[src/logic/exec_map.svh]
// Constants of the execute stage: status flag positions, reset values, cycle counts.
// Assumes it is included by bare name by the two design modules.
`ifndef EXEC_MAP_SVH
`define EXEC_MAP_SVH
// Status flag bit positions
`define FLAG_C 0
`define FLAG_Z 1
`define FLAG_N 2
`define FLAG_V 3
`define FLAG_S 4
`define FLAG_H 5
`define FLAG_T 6
`define FLAG_I 7
// Reset values
`define STATUS_RESET 8'h00
`define PC_RESET 22'h000000
// Cycle counts per instruction class
`define CYC_ONE 3'h1
`define CYC_TWO 3'h2
`define CYC_THREE 3'h3
`define CYC_RETURN 3'h6
// Upper program counter bits cleared by indirect transfers
`define PC_UPPER_ZERO 6'h00
`endif

[src/logic/exec_pkg.sv]
// Types of the execute stage: operation codes and controller states.
// Assumes the decoder presents one operation code per accepted request.
package exec_pkg;
  typedef enum logic [5:0] {
    OP_NOP, OP_ADD, OP_ADD_CARRY, OP_SUB, OP_SUB_CARRY, OP_SUBTRACT_IMMEDIATE,
    OP_SUBTRACT_IMMEDIATE_BORROW, OP_WORD_ADD_IMMEDIATE, OP_WORD_SUBTRACT_IMMEDIATE,
    OP_AND, OP_AND_IMMEDIATE, OP_OR, OP_OR_IMMEDIATE, OP_EOR, OP_COM, OP_NEG,
    OP_SET_REGISTER_BITS, OP_CLEAR_REGISTER_BITS, OP_INC, OP_DEC, OP_TEST_REGISTER,
    OP_CLR, OP_SER, OP_CMP, OP_CMP_CARRY, OP_CMP_IMMEDIATE,
    OP_RELATIVE_JUMP, OP_INDIRECT_JUMP, OP_RELATIVE_CALL, OP_INDIRECT_CALL,
    OP_RETURN, OP_INTERRUPT_RETURN, OP_COMPARE_SKIP_EQUAL,
    OP_SKIP_REG_BIT_CLEAR, OP_SKIP_REG_BIT_SET, OP_SKIP_IO_BIT_CLEAR, OP_SKIP_IO_BIT_SET,
    OP_BRANCH_FLAG_SET, OP_BRANCH_FLAG_CLEAR, OP_BRANCH_EQUAL, OP_BRANCH_NOT_EQUAL,
    OP_BRANCH_MINUS, OP_BRANCH_PLUS, OP_BRANCH_SIGNED_GE, OP_BRANCH_SIGNED_LT,
    OP_BRANCH_UNSIGNED_GE, OP_BRANCH_UNSIGNED_LT, OP_BRANCH_CARRY_CLEAR, OP_BRANCH_CARRY_SET,
    OP_BRANCH_HALFCARRY_SET, OP_BRANCH_HALFCARRY_CLEAR, OP_BRANCH_TRANSFER_SET,
    OP_BRANCH_TRANSFER_CLEAR, OP_BRANCH_OVERFLOW_SET, OP_BRANCH_OVERFLOW_CLEAR,
    OP_BRANCH_IRQ_ENABLED, OP_BRANCH_IRQ_DISABLED
  } op_type;
  typedef enum logic [1:0] {
    ST_IDLE = 2'b01,
    ST_WAIT = 2'b10
  } state_type;
endpackage

[src/logic/alu_link_if.sv]
// Carrier between the execute controller and its arithmetic core.
// Assumes both ends sit in the same clock domain; the core is purely combinational.
interface alu_link_if;
  import exec_pkg::*;
  op_type op;
  logic [7:0] rd;
  logic [7:0] operand;
  logic [7:0] status_old;
  logic [7:0] result;
  logic [7:0] status_new;
  logic write_en;
  logic flag_write;
  modport exec (output op, rd, operand, status_old, input result, status_new, write_en,
    flag_write);
  modport core (input op, rd, operand, status_old, output result, status_new, write_en,
    flag_write);
endinterface

[src/logic/alu_branch_execute.sv]
// Execute stage of a small 8-bit core: arithmetic, flags, skips, branches, jumps.
// Assumes the decoder holds operands steady with op_valid_in and honours busy_out.
module alu_branch_execute
  import exec_pkg::*;
(
  input wire logic mclk_in, // Core clock, 20 MHz
  input wire logic reset_in, // Synchronous reset, active high
  input wire logic op_valid_in, // Operation offered this cycle
  input wire op_type op_code_in, // Operation to execute
  input wire logic [7:0] rd_in, // Destination register value
  input wire logic [7:0] rr_in, // Source register value
  input wire logic [7:0] imm_in, // Immediate constant or mask
  input wire logic use_imm_in, // Take immediate instead of source register
  input wire logic [7:0] io_byte_in, // I/O register value for bit skips
  input wire logic [2:0] bit_sel_in, // Bit or status flag index
  input wire logic [11:0] offset_in, // Signed relative offset, sign extended
  input wire logic [21:0] pc_in, // Address of the current instruction
  input wire logic [15:0] z_in, // Z pointer value
  input wire logic [21:0] stack_pc_in, // Return address popped from the stack
  input wire logic next_two_word_in, // Following instruction is two words long
  input wire logic status_write_in, // Load status directly
  input wire logic [7:0] status_wdata_in, // Status value to load
  output logic [7:0] result_out, // Value to write back
  output logic result_we_out, // Write result to destination
  output logic [7:0] status_out, // Status flags
  output logic [21:0] pc_out, // Next program counter
  output logic done_out, // Operation finished, pulse
  output logic busy_out, // Operation still running
  output logic [2:0] cycles_out, // Cycles the last operation took
  output logic push_out, // Push return address, pulse
  output logic [21:0] push_addr_out, // Return address to push
  output logic illegal_out // Unimplemented operation refused, pulse
);
  `include "exec_map.svh"

  alu_link_if lk ();

  state_type state_reg;
  logic [2:0] remain_reg;
  logic [7:0] status_reg;
  logic [7:0] result_reg;
  logic result_we_reg;
  logic [21:0] pc_reg;
  logic [21:0] pend_pc_reg;
  logic pend_push_reg;
  logic pend_interrupt_return_reg;
  logic done_reg;
  logic busy_reg;
  logic [2:0] cycles_reg;
  logic push_reg;
  logic [21:0] push_addr_reg;
  logic illegal_reg;
  logic go;
  logic [2:0] cyc_next;
  logic [21:0] pc_next;
  logic [21:0] pc_plus1;
  logic [21:0] pc_target;
  logic push_next;
  logic illegal_next;
  logic [1:0] cond;

  // Branch and skip decision: bit 1 marks a conditional, bit 0 the outcome
  function automatic logic [1:0] branch_cond(input op_type op, input logic [7:0] st,
    input logic [2:0] sel, input logic [7:0] rr, input logic [7:0] io,
    input logic [7:0] rd);
    logic [1:0] res;
    res = 2'b10;
    case (op)
      OP_COMPARE_SKIP_EQUAL: res[0] = (rd == rr);
      OP_SKIP_REG_BIT_CLEAR: res[0] = ~rr[sel];
      OP_SKIP_REG_BIT_SET: res[0] = rr[sel];
      OP_SKIP_IO_BIT_CLEAR: res[0] = ~io[sel];
      OP_SKIP_IO_BIT_SET: res[0] = io[sel];
      OP_BRANCH_FLAG_SET: res[0] = st[sel];
      OP_BRANCH_FLAG_CLEAR: res[0] = ~st[sel];
      OP_BRANCH_EQUAL: res[0] = st[`FLAG_Z];
      OP_BRANCH_NOT_EQUAL: res[0] = ~st[`FLAG_Z];
      OP_BRANCH_MINUS: res[0] = st[`FLAG_N];
      OP_BRANCH_PLUS: res[0] = ~st[`FLAG_N];
      OP_BRANCH_SIGNED_GE: res[0] = ~(st[`FLAG_N] ^ st[`FLAG_V]);
      OP_BRANCH_SIGNED_LT: res[0] = st[`FLAG_N] ^ st[`FLAG_V];
      OP_BRANCH_UNSIGNED_GE: res[0] = ~st[`FLAG_C];
      OP_BRANCH_UNSIGNED_LT: res[0] = st[`FLAG_C];
      OP_BRANCH_CARRY_CLEAR: res[0] = ~st[`FLAG_C];
      OP_BRANCH_CARRY_SET: res[0] = st[`FLAG_C];
      OP_BRANCH_HALFCARRY_SET: res[0] = st[`FLAG_H];
      OP_BRANCH_HALFCARRY_CLEAR: res[0] = ~st[`FLAG_H];
      OP_BRANCH_TRANSFER_SET: res[0] = st[`FLAG_T];
      OP_BRANCH_TRANSFER_CLEAR: res[0] = ~st[`FLAG_T];
      OP_BRANCH_OVERFLOW_SET: res[0] = st[`FLAG_V];
      OP_BRANCH_OVERFLOW_CLEAR: res[0] = ~st[`FLAG_V];
      OP_BRANCH_IRQ_ENABLED: res[0] = st[`FLAG_I];
      OP_BRANCH_IRQ_DISABLED: res[0] = ~st[`FLAG_I];
      default: res = 2'b00;
    endcase
    return res;
  endfunction

  // Operands to the arithmetic core
  always_comb
  begin
    lk.op = op_code_in;
    lk.rd = rd_in;
    lk.operand = use_imm_in ? imm_in : rr_in;
    lk.status_old = status_reg;
  end

  alu_core u_alu (
    .lk(lk)
  );

  assign go = op_valid_in && (state_reg == ST_IDLE);
  assign pc_plus1 = 22'(pc_in + 22'h000001);
  assign pc_target = 22'(pc_plus1 + {{10{offset_in[11]}}, offset_in});
  assign cond = branch_cond(op_code_in, status_reg, bit_sel_in, rr_in, io_byte_in, rd_in);

  // Next address, cycle count and side effects of the offered operation
  always_comb
  begin
    cyc_next = `CYC_ONE;
    pc_next = pc_plus1;
    push_next = 1'b0;
    illegal_next = 1'b0;
    case (op_code_in)
      OP_WORD_ADD_IMMEDIATE, OP_WORD_SUBTRACT_IMMEDIATE: illegal_next = 1'b1;
      OP_RELATIVE_JUMP:
      begin
        cyc_next = `CYC_TWO;
        pc_next = pc_target;
      end
      OP_RELATIVE_CALL:
      begin
        cyc_next = `CYC_THREE;
        pc_next = pc_target;
        push_next = 1'b1;
      end
      OP_INDIRECT_JUMP:
      begin
        cyc_next = `CYC_TWO;
        pc_next = {`PC_UPPER_ZERO, z_in};
      end
      OP_INDIRECT_CALL:
      begin
        cyc_next = `CYC_THREE;
        pc_next = {`PC_UPPER_ZERO, z_in};
        push_next = 1'b1;
      end
      OP_RETURN, OP_INTERRUPT_RETURN:
      begin
        cyc_next = `CYC_RETURN;
        pc_next = stack_pc_in;
      end
      OP_COMPARE_SKIP_EQUAL, OP_SKIP_REG_BIT_CLEAR, OP_SKIP_REG_BIT_SET,
      OP_SKIP_IO_BIT_CLEAR, OP_SKIP_IO_BIT_SET:
      begin
        if (cond[0])
        begin
          // Skipping a two-word instruction lands one word further on
          cyc_next = `CYC_TWO;
          pc_next = 22'(pc_in + (next_two_word_in ? 22'h000003 : 22'h000002));
        end
      end
      default:
      begin
        if (cond[1] && cond[0])
        begin
          cyc_next = `CYC_TWO;
          pc_next = pc_target;
        end
      end
    endcase
  end

  // Controller: one-cycle operations finish at once, others count down
  always_ff @(posedge mclk_in)
  begin
    if (reset_in)
    begin
      state_reg <= ST_IDLE;
      remain_reg <= 3'h0;
    end
    else
    begin
      case (state_reg)
        ST_IDLE:
        begin
          if (go && (cyc_next != `CYC_ONE))
          begin
            state_reg <= ST_WAIT;
            remain_reg <= 3'(cyc_next - 3'h1);
          end
        end
        ST_WAIT:
        begin
          remain_reg <= 3'(remain_reg - 3'h1);
          if (remain_reg == 3'h1)
          begin
            state_reg <= ST_IDLE;
          end
        end
        default: state_reg <= ST_IDLE;
      endcase
    end
  end

  // Held transfer results for multi-cycle operations
  always_ff @(posedge mclk_in)
  begin
    if (reset_in)
    begin
      pend_pc_reg <= `PC_RESET;
      pend_push_reg <= 1'b0;
      pend_interrupt_return_reg <= 1'b0;
    end
    else if (go)
    begin
      pend_pc_reg <= pc_next;
      pend_push_reg <= push_next;
      pend_interrupt_return_reg <= (op_code_in == OP_INTERRUPT_RETURN);
    end
  end

  // Status flags; a finishing interrupt return wins over a direct load
  always_ff @(posedge mclk_in)
  begin
    if (reset_in)
    begin
      status_reg <= `STATUS_RESET;
    end
    else if (state_reg == ST_WAIT && remain_reg == 3'h1 && pend_interrupt_return_reg)
    begin
      status_reg[`FLAG_I] <= 1'b1;
    end
    else if (go && lk.flag_write)
    begin
      status_reg <= lk.status_new;
    end
    else if (status_write_in)
    begin
      status_reg <= status_wdata_in;
    end
  end

  // Registered outputs: pulses last exactly the finishing cycle
  always_ff @(posedge mclk_in)
  begin
    if (reset_in)
    begin
      result_reg <= 8'h00;
      result_we_reg <= 1'b0;
      pc_reg <= `PC_RESET;
      done_reg <= 1'b0;
      busy_reg <= 1'b0;
      cycles_reg <= 3'h0;
      push_reg <= 1'b0;
      push_addr_reg <= `PC_RESET;
      illegal_reg <= 1'b0;
    end
    else
    begin
      result_we_reg <= 1'b0;
      done_reg <= 1'b0;
      push_reg <= 1'b0;
      illegal_reg <= 1'b0;
      if (go)
      begin
        cycles_reg <= cyc_next;
        push_addr_reg <= pc_plus1;
        if (cyc_next == `CYC_ONE)
        begin
          done_reg <= 1'b1;
          pc_reg <= pc_next;
          result_reg <= lk.result;
          result_we_reg <= lk.write_en && !illegal_next;
          illegal_reg <= illegal_next;
        end
        else
        begin
          busy_reg <= 1'b1;
        end
      end
      else if (state_reg == ST_WAIT && remain_reg == 3'h1)
      begin
        busy_reg <= 1'b0;
        done_reg <= 1'b1;
        pc_reg <= pend_pc_reg;
        push_reg <= pend_push_reg;
      end
    end
  end

  assign result_out = result_reg;
  assign result_we_out = result_we_reg;
  assign status_out = status_reg;
  assign pc_out = pc_reg;
  assign done_out = done_reg;
  assign busy_out = busy_reg;
  assign cycles_out = cycles_reg;
  assign push_out = push_reg;
  assign push_addr_out = push_addr_reg;
  assign illegal_out = illegal_reg;

  // Expected branch target, captured for the checks below
  logic [21:0] exp_pc_reg;
  always_ff @(posedge mclk_in)
  begin
    if (reset_in)
    begin
      exp_pc_reg <= `PC_RESET;
    end
    else if (go)
    begin
      exp_pc_reg <= 22'(pc_in + {{10{offset_in[11]}}, offset_in} + 22'h000001);
    end
  end
endmodule

[src/logic/alu_core.sv]
// Eight-bit arithmetic and logic core: result, write enable and merged status.
// Assumes the controller picks register or immediate operand before the link.
module alu_core
  import exec_pkg::*;
(
  alu_link_if.core lk // Operands in, result and flags out
);
  `include "exec_map.svh"
  logic [8:0] sum;
  logic [7:0] a;
  logic [7:0] b;
  logic [7:0] r;
  logic ci;
  logic c;
  logic h;
  logic v;
  logic is_sub;
  logic is_arith;
  logic keep_z;
  logic upd_c;
  logic upd_h;
  logic z;

  // Operation select; adder shared by add, subtract, compare, increment and negate
  always_comb
  begin
    a = lk.rd;
    b = lk.operand;
    ci = 1'b0;
    is_sub = 1'b0;
    is_arith = 1'b1;
    keep_z = 1'b0;
    upd_c = 1'b1;
    upd_h = 1'b1;
    lk.write_en = 1'b1;
    lk.flag_write = 1'b1;
    r = 8'h00;
    case (lk.op)
      OP_ADD: ci = 1'b0;
      OP_ADD_CARRY: ci = lk.status_old[`FLAG_C];
      OP_SUB, OP_SUBTRACT_IMMEDIATE: is_sub = 1'b1;
      OP_SUB_CARRY, OP_SUBTRACT_IMMEDIATE_BORROW:
      begin
        is_sub = 1'b1;
        ci = lk.status_old[`FLAG_C];
        keep_z = 1'b1;
      end
      OP_CMP, OP_CMP_IMMEDIATE:
      begin
        is_sub = 1'b1;
        lk.write_en = 1'b0;
      end
      OP_CMP_CARRY:
      begin
        is_sub = 1'b1;
        ci = lk.status_old[`FLAG_C];
        keep_z = 1'b1;
        lk.write_en = 1'b0;
      end
      OP_NEG:
      begin
        a = 8'h00;
        b = lk.rd;
        is_sub = 1'b1;
      end
      OP_INC, OP_DEC:
      begin
        b = 8'h01;
        is_sub = (lk.op == OP_DEC);
        upd_c = 1'b0;
        upd_h = 1'b0;
      end
      default:
      begin
        is_arith = 1'b0;
        upd_c = (lk.op == OP_COM);
        upd_h = 1'b0;
        case (lk.op)
          OP_AND: r = lk.rd & lk.operand;
          OP_AND_IMMEDIATE: r = lk.rd & lk.operand;
          OP_OR, OP_OR_IMMEDIATE: r = lk.rd | lk.operand;
          OP_SET_REGISTER_BITS: r = lk.rd | lk.operand;
          OP_CLEAR_REGISTER_BITS: r = lk.rd & ~lk.operand;
          OP_TEST_REGISTER:
          begin
            r = lk.rd & lk.rd;
            lk.write_en = 1'b0;
          end
          OP_EOR: r = lk.rd ^ lk.operand;
          OP_COM: r = ~lk.rd;
          OP_CLR: r = 8'h00;
          OP_SER:
          begin
            r = 8'hff;
            lk.flag_write = 1'b0;
          end
          default:
          begin
            lk.write_en = 1'b0;
            lk.flag_write = 1'b0;
          end
        endcase
      end
    endcase
    sum = is_sub ? ({1'b0, a} - {1'b0, b} - {8'h00, ci}) : ({1'b0, a} + {1'b0, b} + {8'h00, ci});
    if (is_arith)
    begin
      r = sum[7:0];
    end
  end

  // Carry, half carry and overflow follow the borrow convention on subtraction
  always_comb
  begin
    if (!is_arith)
    begin
      c = (lk.op == OP_COM);
      h = 1'b0;
      v = 1'b0;
    end
    else if (is_sub)
    begin
      c = (~a[7] & b[7]) | (b[7] & r[7]) | (r[7] & ~a[7]);
      h = (~a[3] & b[3]) | (b[3] & r[3]) | (r[3] & ~a[3]);
      v = (a[7] & ~b[7] & ~r[7]) | (~a[7] & b[7] & r[7]);
    end
    else
    begin
      c = (a[7] & b[7]) | (b[7] & ~r[7]) | (~r[7] & a[7]);
      h = (a[3] & b[3]) | (b[3] & ~r[3]) | (~r[3] & a[3]);
      v = (a[7] & b[7] & ~r[7]) | (~a[7] & ~b[7] & r[7]);
    end
    // Chained subtract keeps zero only if all earlier bytes were zero too
    z = keep_z ? ((r == 8'h00) & lk.status_old[`FLAG_Z]) : (r == 8'h00);
  end

  // Merge fresh flags over the old status; T and I never change here
  always_comb
  begin
    lk.result = r;
    lk.status_new = lk.status_old;
    lk.status_new[`FLAG_Z] = z;
    lk.status_new[`FLAG_N] = r[7];
    lk.status_new[`FLAG_V] = v;
    lk.status_new[`FLAG_S] = r[7] ^ v;
    if (upd_c)
    begin
      lk.status_new[`FLAG_C] = c;
    end
    if (upd_h)
    begin
      lk.status_new[`FLAG_H] = h;
    end
  end
endmodule

[config.mk]
export PLATFORM = sky130hd
export DESIGN_NAME = alu_branch_execute
export DESIGN_NICKNAME = d
export VERILOG_FILES = /design/src/logic/exec_pkg.sv /design/src/logic/alu_link_if.sv /design/src/logic/alu_branch_execute.sv /design/src/logic/alu_core.sv
export VERILOG_INCLUDE_DIRS = /design/src /design/src/logic
export SDC_FILE = /design/constraint.sdc
export NUM_CORES = 1
export LEC_CHECK = 0
export BUFFER_PORTS_ARGS = -buffer_cell sky130_fd_sc_hd__buf_2
export CORE_UTILIZATION = 35
export CTS_CLUSTER_DIAMETER = 100
export CTS_CLUSTER_SIZE = 20
export DETAILED_ROUTE_END_ITERATION = 6
export SLEW_MARGIN = 20
export SYNTH_ARGS = -nofsm -noshare
export SYNTH_HDL_FRONTEND = slang
export SYNTH_SLANG_ARGS = --single-unit
[constraint.sdc]
create_clock -name mclk_in -period 4.5 [get_ports mclk_in]
set_input_delay 0.675 -clock mclk_in [delete_from_list [all_inputs] [get_ports mclk_in]]
set_output_delay 0.675 -clock mclk_in [all_outputs]
set_load 0.05 [all_outputs]
==> results of run 1 <==
through the flow:
step | util | std cells | power (mW)
CTS | 0.4428 | 1790 | 3.342
detailed placement | 0.4300 | 1774 | 2.503
global route | 0.4428 | 1790 | 3.524
finish | 0.4428 | 1790 | 3.345
global placement | 0.4300 | 1774 | 2.493
floorplan | - | 1234 | 2.017
cell usage after synthesis (all sizes together) (8+ instances only):
| cell type | n | share of area |
|---|---|---|
| a2111oi | 10 | 0.011 |
| nand2 | 110 | 0.045 |
| or3 | 10 | 0.0069 |
| nand4 | 17 | 0.012 |
| xnor2 | 45 | 0.043 |
| a21oi | 88 | 0.049 |
| o211ai | 13 | 0.011 |
| dfxtp | 97 | 0.21 |
| o21ai | 60 | 0.033 |
| a21o | 20 | 0.017 |
| o41ai | 9 | 0.0095 |
| clkbuf | 45 | 0.019 |
| xor2 | 31 | 0.030 |
| inv | 63 | 0.026 |
| nor3 | 44 | 0.024 |
| mux2i | 34 | 0.037 |
| and3 | 13 | 0.0090 |
| a221oi | 15 | 0.014 |
| buf | 35 | 0.019 |
| a31oi | 15 | 0.012 |
| nor2b | 14 | 0.0096 |
| nor2 | 149 | 0.062 |
| nor4 | 12 | 0.0083 |
| ha | 57 | 0.079 |
| nand2b | 17 | 0.012 |
| nand3 | 48 | 0.026 |
| a211oi | 37 | 0.031 |
| o22ai | 8 | 0.0055 |
per-layer routing:
| layer | global-route usage | vias to the layer above | share of wire |
|---|---|---|---|
| met4 | 0.07222 | 0 | 0.019 |
| met1 | 0.3689 | 4858 | 0.48 |
| met5 | 0 | - | 0 |
| li1 | - | 4924 | - |
| met2 | 0.3899 | 365 | 0.44 |
| met3 | 0.03098 | 37 | 0.060 |
power by group:
part	switching [mW]	internal, mW
registers	0.0600	0.954
clock network	0.393	0.447
logic	0.959	0.533
total	1.41	1.93
final cells by class:
type / instances / area, um2
Fill cell: 2601 / 14110
Multi-Input combinational cell: 994 / 6585
Clock inverter: 7 / 97.59
Inverter: 63 / 236.5
Tap cell: 330 / 412.9
Clock buffer: 9 / 225.2
Timing Repair Buffer: 290 / 1717
Sequential cell: 97 / 1942
cell families after synthesis:
family / after synthesis / share of synthesized area
adder cells (fa/ha/maj): 62 / 0.08959
AND/OR/NAND/NOR: 468 / 0.2441
AO/OA/AOI/OAI: 344 / 0.2601
buffers and inverters: 143 / 0.06409
multiplexers: 44 / 0.05486
flip-flops: 97 / 0.2139
XOR/XNOR: 76 / 0.07333
worst max-delay path by stage:
stage,end,slack (ns)
5_1_grt,pc_out[18],0.03
3_5_place_dp,pc_out[18],0.07
4_1_cts,status_out[1],0.44
3_3_place_gp,pc_out[18],0.14
6_report,status_out[1],0.38
2_1_floorplan,status_out[3],0.02
repair_timing:
item	CTS	global route
endpoints found under the setup margin	0	1
gates resized for setup	0	1
hold buffers	0	0
worst max-delay path, delay by kind of cell:
kind	cells	cell delay (ns)
XOR/XNOR	1	0.14
buffers and inverters	3	0.48
adder cells (fa/ha/maj)	2	0.87
AO/OA/AOI/OAI	7	1.58
AND/OR/NAND/NOR	3	0.66
==> results.yml, run 1 <==
grt:
  first_pass_grt_wire_length_mm: 52.51
  first_global_vias: 9478
  gr-total-overflow: 0
  grt_util_all_layers: 0.2540
  grt_start_max_net_pins: 50
  initial_antenna_violation_count: 0
sta:
  worst_slack_ns: 0.3846
  hold_slack_ns: 0.4506
  post-route-min-period_ns: 4.115
  maxClockFrequency_ghz: 0.2430
  fin_crit_sh: 0.9145
  slew_headroom: 0.2963
  rsz0062_at_grt: "no"
  final_hold_viol_count: 0
  final_max_slew_viol_count: 0
  setup_viol: 0
  tightest_slew_ns: 1.050
  clock_skew_ns: 0.009026
  final.setup.tns_ns: 0
cells_and_area:
  fin_nets: 1644
  diodes: 0
  drive_gt1_frac: 0.2288
  final_cell_mix: "buf_2 (194), nor2_1 (147), nand2_1 (110)"
  area_growth_synth_to_finish_pct: 23.56
  layout.cell_area.non_filler_um2: 11220
  commonest_non_fill_non_tap_cell_in_the_layout: "buf_2"
worst_setup_path:
  r2r_slack_ns: 0.71
  worst-path-max-fanout: 9
  required_ns: 4.79
  rr_startpoint: "status_out[0]"
  worst-setup-path-type: "in -> reg"
  worstRegToRegCells: 13
  cp_slowest_cell: "a2111o_1"
  cp-startpoint: "op_code_in[5]"
  setup.worst_path.end_class: "register"
  timing.critical_path.cells: "buf_2, buf_4, nand4bb_1, nor2_1, a21oi_2, buf_4, fa_1, fa_1, a21oi_1, o21bai_1, xnor2_1, o21ai_0, a2111o_1, a2111oi_2, nand4b_1, o2bb2ai_1"
  critical_path.max_stage_delay_ns: 0.46
  arrival_time_of_the_worst_setup_path_ns: 4.41
  critical_path.startpoint_type: "input pin"
  critical_path.reg2reg.endpoint: "status_out[3]"
routing:
  drcViolationCount: 0
  post_drt_antenna_nets: 0
  vias_per_inst: 5.689
  drt-initial-drc-count: 883
  wl_mm: 33.99
  number_of_optimization_iterations_in_the_first_detailed_route_pass: 5
  overall_via_count_from_detail_route: 10180
  detail_route.wl_per_cell_um: 18.99
floorplan:
  fp.dieH_um: 163.0
  initial_utilization: 0.3584
  placementRows: 58
  io_pins: 195
  die_width_um: 163.0
  coreArea_um2: 25330
  die_area_um2: 26580
power:
  worst_ir_drop_vdd_v: 0.0001907
  power.static_leakage_nw: 5.012
  power_density_nw_per_um2: 298.3
yosys:
  postSynthAreaPerCell_um2: 7.356
  synth_sequential_area_ratio: 0.2139
  syn-num-nets: 1423
  synthArstFlopShare: 0
  synth.cell_area_um2: 9077
  yosys_register_bits: 97
  postSynthCellCount: 1234
  ys_dominant_reg_cell: "dfxtp_1"
  ys.warnings.count: 0
  synth.distinct_cells: 83
  synth-edff-count: 0
place:
  pre_cts_slack_ns: 0.06687
  dpl-instance-area_um2: 10890
  place_congestion: 0.9883
  post_detailed_placement_half_perimeter_wirelength_mm: 27.21
  io_buffer_count: 194
clock_tree:
  clock_tree.buffer_depth: 2
  cts_tree: "built"
  number_of_levels_in_the_clock_h_tree: 3
  post-cts-setup-buffer-count: 0
  numCtsBuffers: 9
  ctsRootBufferMaster: "clkbuf_16"
  worstSkewPairLatency_ns: 0.36
  clock-sinks: 97
  clk_pin_slew_worst_paths_ns: 0.07
status:
  run_status: "finished, final reports clean"
min_path:
  worstHoldEndpoint: "cycles_out[2]"
  hold_path.class: "reg -> reg"
  worst_hold_path_startpoint: "cycles_out[2]"
  holdPathStages: 2
run:
  max_cap_viol_count: 0
Note: power is estimated with default switching activity, not from simulation.
==> run 2: changes to the inputs <==
Settings changed: ABC_AREA from default to 1.
==> results.yml, run 2 <==
status:
  run_status: "finished, final reports clean"
clock_tree:
  clock_tree.buffer_depth: 2
  ctsHoldBuffers: 0
  clk_pin_slew_worst_paths_ns: 0.07
  cts_tree: "built"
  worstSkewPairLatency_ns: 0.36
  cts_resized: 0
  number_of_levels_in_the_clock_h_tree: 3
  post-cts-setup-buffer-count: 0
  clock-sinks: 97
  numCtsBuffers: 9
  ctsRootBufferMaster: "clkbuf_16"
sta:
  final_hold_viol_count: 0
  final_max_slew_viol_count: 0
  final.setup.tns_ns: 0
  maxClockFrequency_ghz: 0.2532
  setup_viol: 0
  tightest_slew_ns: 0.9582
  slew_headroom: 0.3602
  clock_skew_ns: 0.01299
  rsz0062_at_grt: "no"
  fin_crit_sh: 0.8778
  post-route-min-period_ns: 3.950
floorplan:
  die_width_um: 169.4
  io_pins: 195
  placementRows: 60
  initial_utilization: 0.3598
  die_area_um2: 28690
  coreArea_um2: 27250
  fp.dieH_um: 169.4
grt:
  initial_antenna_violation_count: 0
  first_global_vias: 10510
  first_pass_grt_wire_length_mm: 59.68
  grt_start_max_net_pins: 48
  grt_util_all_layers: 0.2715
  gr-total-overflow: 0
power:
  power_mw: 3.341
  power_density_nw_per_um2: 288.3
  worst_ir_drop_vdd_v: 0.0001632
  power.static_leakage_nw: 6.244
  p_switching_mw: 1.521
  seq_power_share: 0.307
  share_comb_of_total_power: 0.462
  share_clk_of_total_power: 0.230
  intPower_mw: 1.820
  power_switching_share: 0.4552
routing:
  overall_via_count_from_detail_route: 11530
  vias_per_inst: 5.162
  number_of_optimization_iterations_in_the_first_detailed_route_pass: 5
  drt-initial-drc-count: 924
  wl_mm: 38.78
  detail_route.wl_per_cell_um: 17.37
  drcViolationCount: 0
  post_drt_antenna_nets: 0
yosys:
  postSynthAreaPerCell_um2: 5.889
  top_count_cell_post_synth: "nand2_1"
  synth.cell_area_um2: 9804
  synth-edff-count: 0
  yosys-top-cells-count: "nand2_1 (448), inv_1 (253), nand3_1 (146), nor2_1 (138), o21ai_0 (108)"
  synth_top_area_frac: 0.1981
  synth_sequential_area_ratio: 0.1981
  synth_top_area_cell: "dfxtp_1"
  synth_area_leaders: "dfxtp_1 (20%), nand2_1 (17%), inv_1 (9.7%)"
  synth.distinct_cells: 51
  postSynthCellCount: 1665
  synthArstFlopShare: 0
  ys_dominant_reg_cell: "dfxtp_1"
  ys.warnings.count: 0
  syn-num-nets: 1854
  yosys_register_bits: 97
min_path:
  holdPathStages: 2
  hold_path.class: "reg -> reg"
worst_setup_path:
  worst-path-max-fanout: 6
  required_ns: 4.76
  setup.worst_path.end_class: "register"
  arrival_time_of_the_worst_setup_path_ns: 4.21
  critical_path.startpoint_type: "input pin"
  worst-setup-path-type: "in -> reg"
  worstRegToRegCells: 22
  r2r_slack_ns: 1.02
cells_and_area:
  drive_gt1_frac: 0.1537
  area_growth_synth_to_finish_pct: 18.19
  final_cell_mix: "nand2_1 (448), inv_1 (252), buf_2 (194)"
  fin_nets: 2045
  diodes: 0
  commonest_non_fill_non_tap_cell_in_the_layout: "nand2_1"
run:
  max_cap_viol_count: 0
place:
  io_buffer_count: 194
  place_congestion: 1.003
  post_detailed_placement_half_perimeter_wirelength_mm: 31.76
[run 2: cell families (layout without fill, tap and decap cells)]
kind of cell | after synthesis | count (layout) | synth area share
AND/OR/NAND/NOR | 818 | 818 | 0.3569
adder cells (fa/ha/maj) | 62 | 62 | 0.08295
AO/OA/AOI/OAI | 309 | 309 | 0.1803
buffers and inverters | 315 | 511 | 0.1243
multiplexers | 2 | 2 | 0.002042
XOR/XNOR | 62 | 62 | 0.05539
flip-flops | 97 | 97 | 0.1981
[run 2: per-stage QoR]
step                      setup slack (ns)  cell area [um2]  hold WS (ns)  instances  utilization
after floorplan                     0.7697             9804        0.4371       1665            -
after global placement              0.1873            11300        0.4604       2217       0.4147
after detailed placement            0.2344            11300        0.4661       2217       0.4147
after CTS                           0.6278            11590        0.4760       2233       0.4252
after global routing                0.1591            11590        0.4888       2233       0.4252
final                               0.5499            11590        0.4746       2233       0.4252
[run 2: path summary, 6_finish.rpt]
path	to	start
worst max-delay path	status_out[4]	op_code_in[4]
worst min-delay path	pend_pc_reg[6]	pend_pc_reg[6]
worst max register to register	pc_out[19]	status_out[1]
worst min register to register	pend_pc_reg[6]	pend_pc_reg[6]
[run 2: area by class of cell]
class	instances	area [um2]
clock buffers	10	239.0
flip-flops and latches	97	1942
multi-input cells	1253	6648
repair buffers	233	1264
fillers	3100	15660
clock inverters	6	46.29
inverters	262	983.4
well taps	372	465.4
[run 2: power by group through the flow]
stage / registers, mW / clock network (mW) / logic (mW)
after floorplan: 1.30 / 0 / 0.811
after global placement: 1.05 / 0 / 1.53
after detailed placement: 1.05 / 0 / 1.53
after CTS: 1.03 / 0.784 / 1.54
after global routing: 1.04 / 0.821 / 1.71
final: 1.03 / 0.769 / 1.54
[run 2: routing by layer]
layer  vias to the layer above  part of all wire  wire [um]  GRT usage
met5                         -                 0          0          0
met4                         0             0.035       1361     0.1050
met3                        69             0.065       2512    0.03708
met2                       427              0.42      16290     0.4101
met1                      5246              0.48      18610     0.3875
li1                       5784                 -          -          -
[run 2: worst max-delay path: stages]
cell and delay (ns):
buf_2 0.14, inv_1 0.05, nor2_1 0.14, inv_1 0.14, nor3_1 0.35, inv_1 0.15, nand2_1 0.20, nor2_1 0.10
inv_1 0.07, o21ai_0 0.17, ha_1 0.37, inv_1 0.08, ha_1 0.31, nand2_1 0.07, nor2_1 0.11, nand2_1 0.09
nand2_1 0.09, nand2_1 0.05, nand3_1 0.06, nand3_1 0.16, nand2_2 0.18, nand2_1 0.07, nand3_1 0.06, nand2_1 0.06
nand3_1 0.07, nand3_1 0.09, nand2_1 0.06, inv_1 0.03
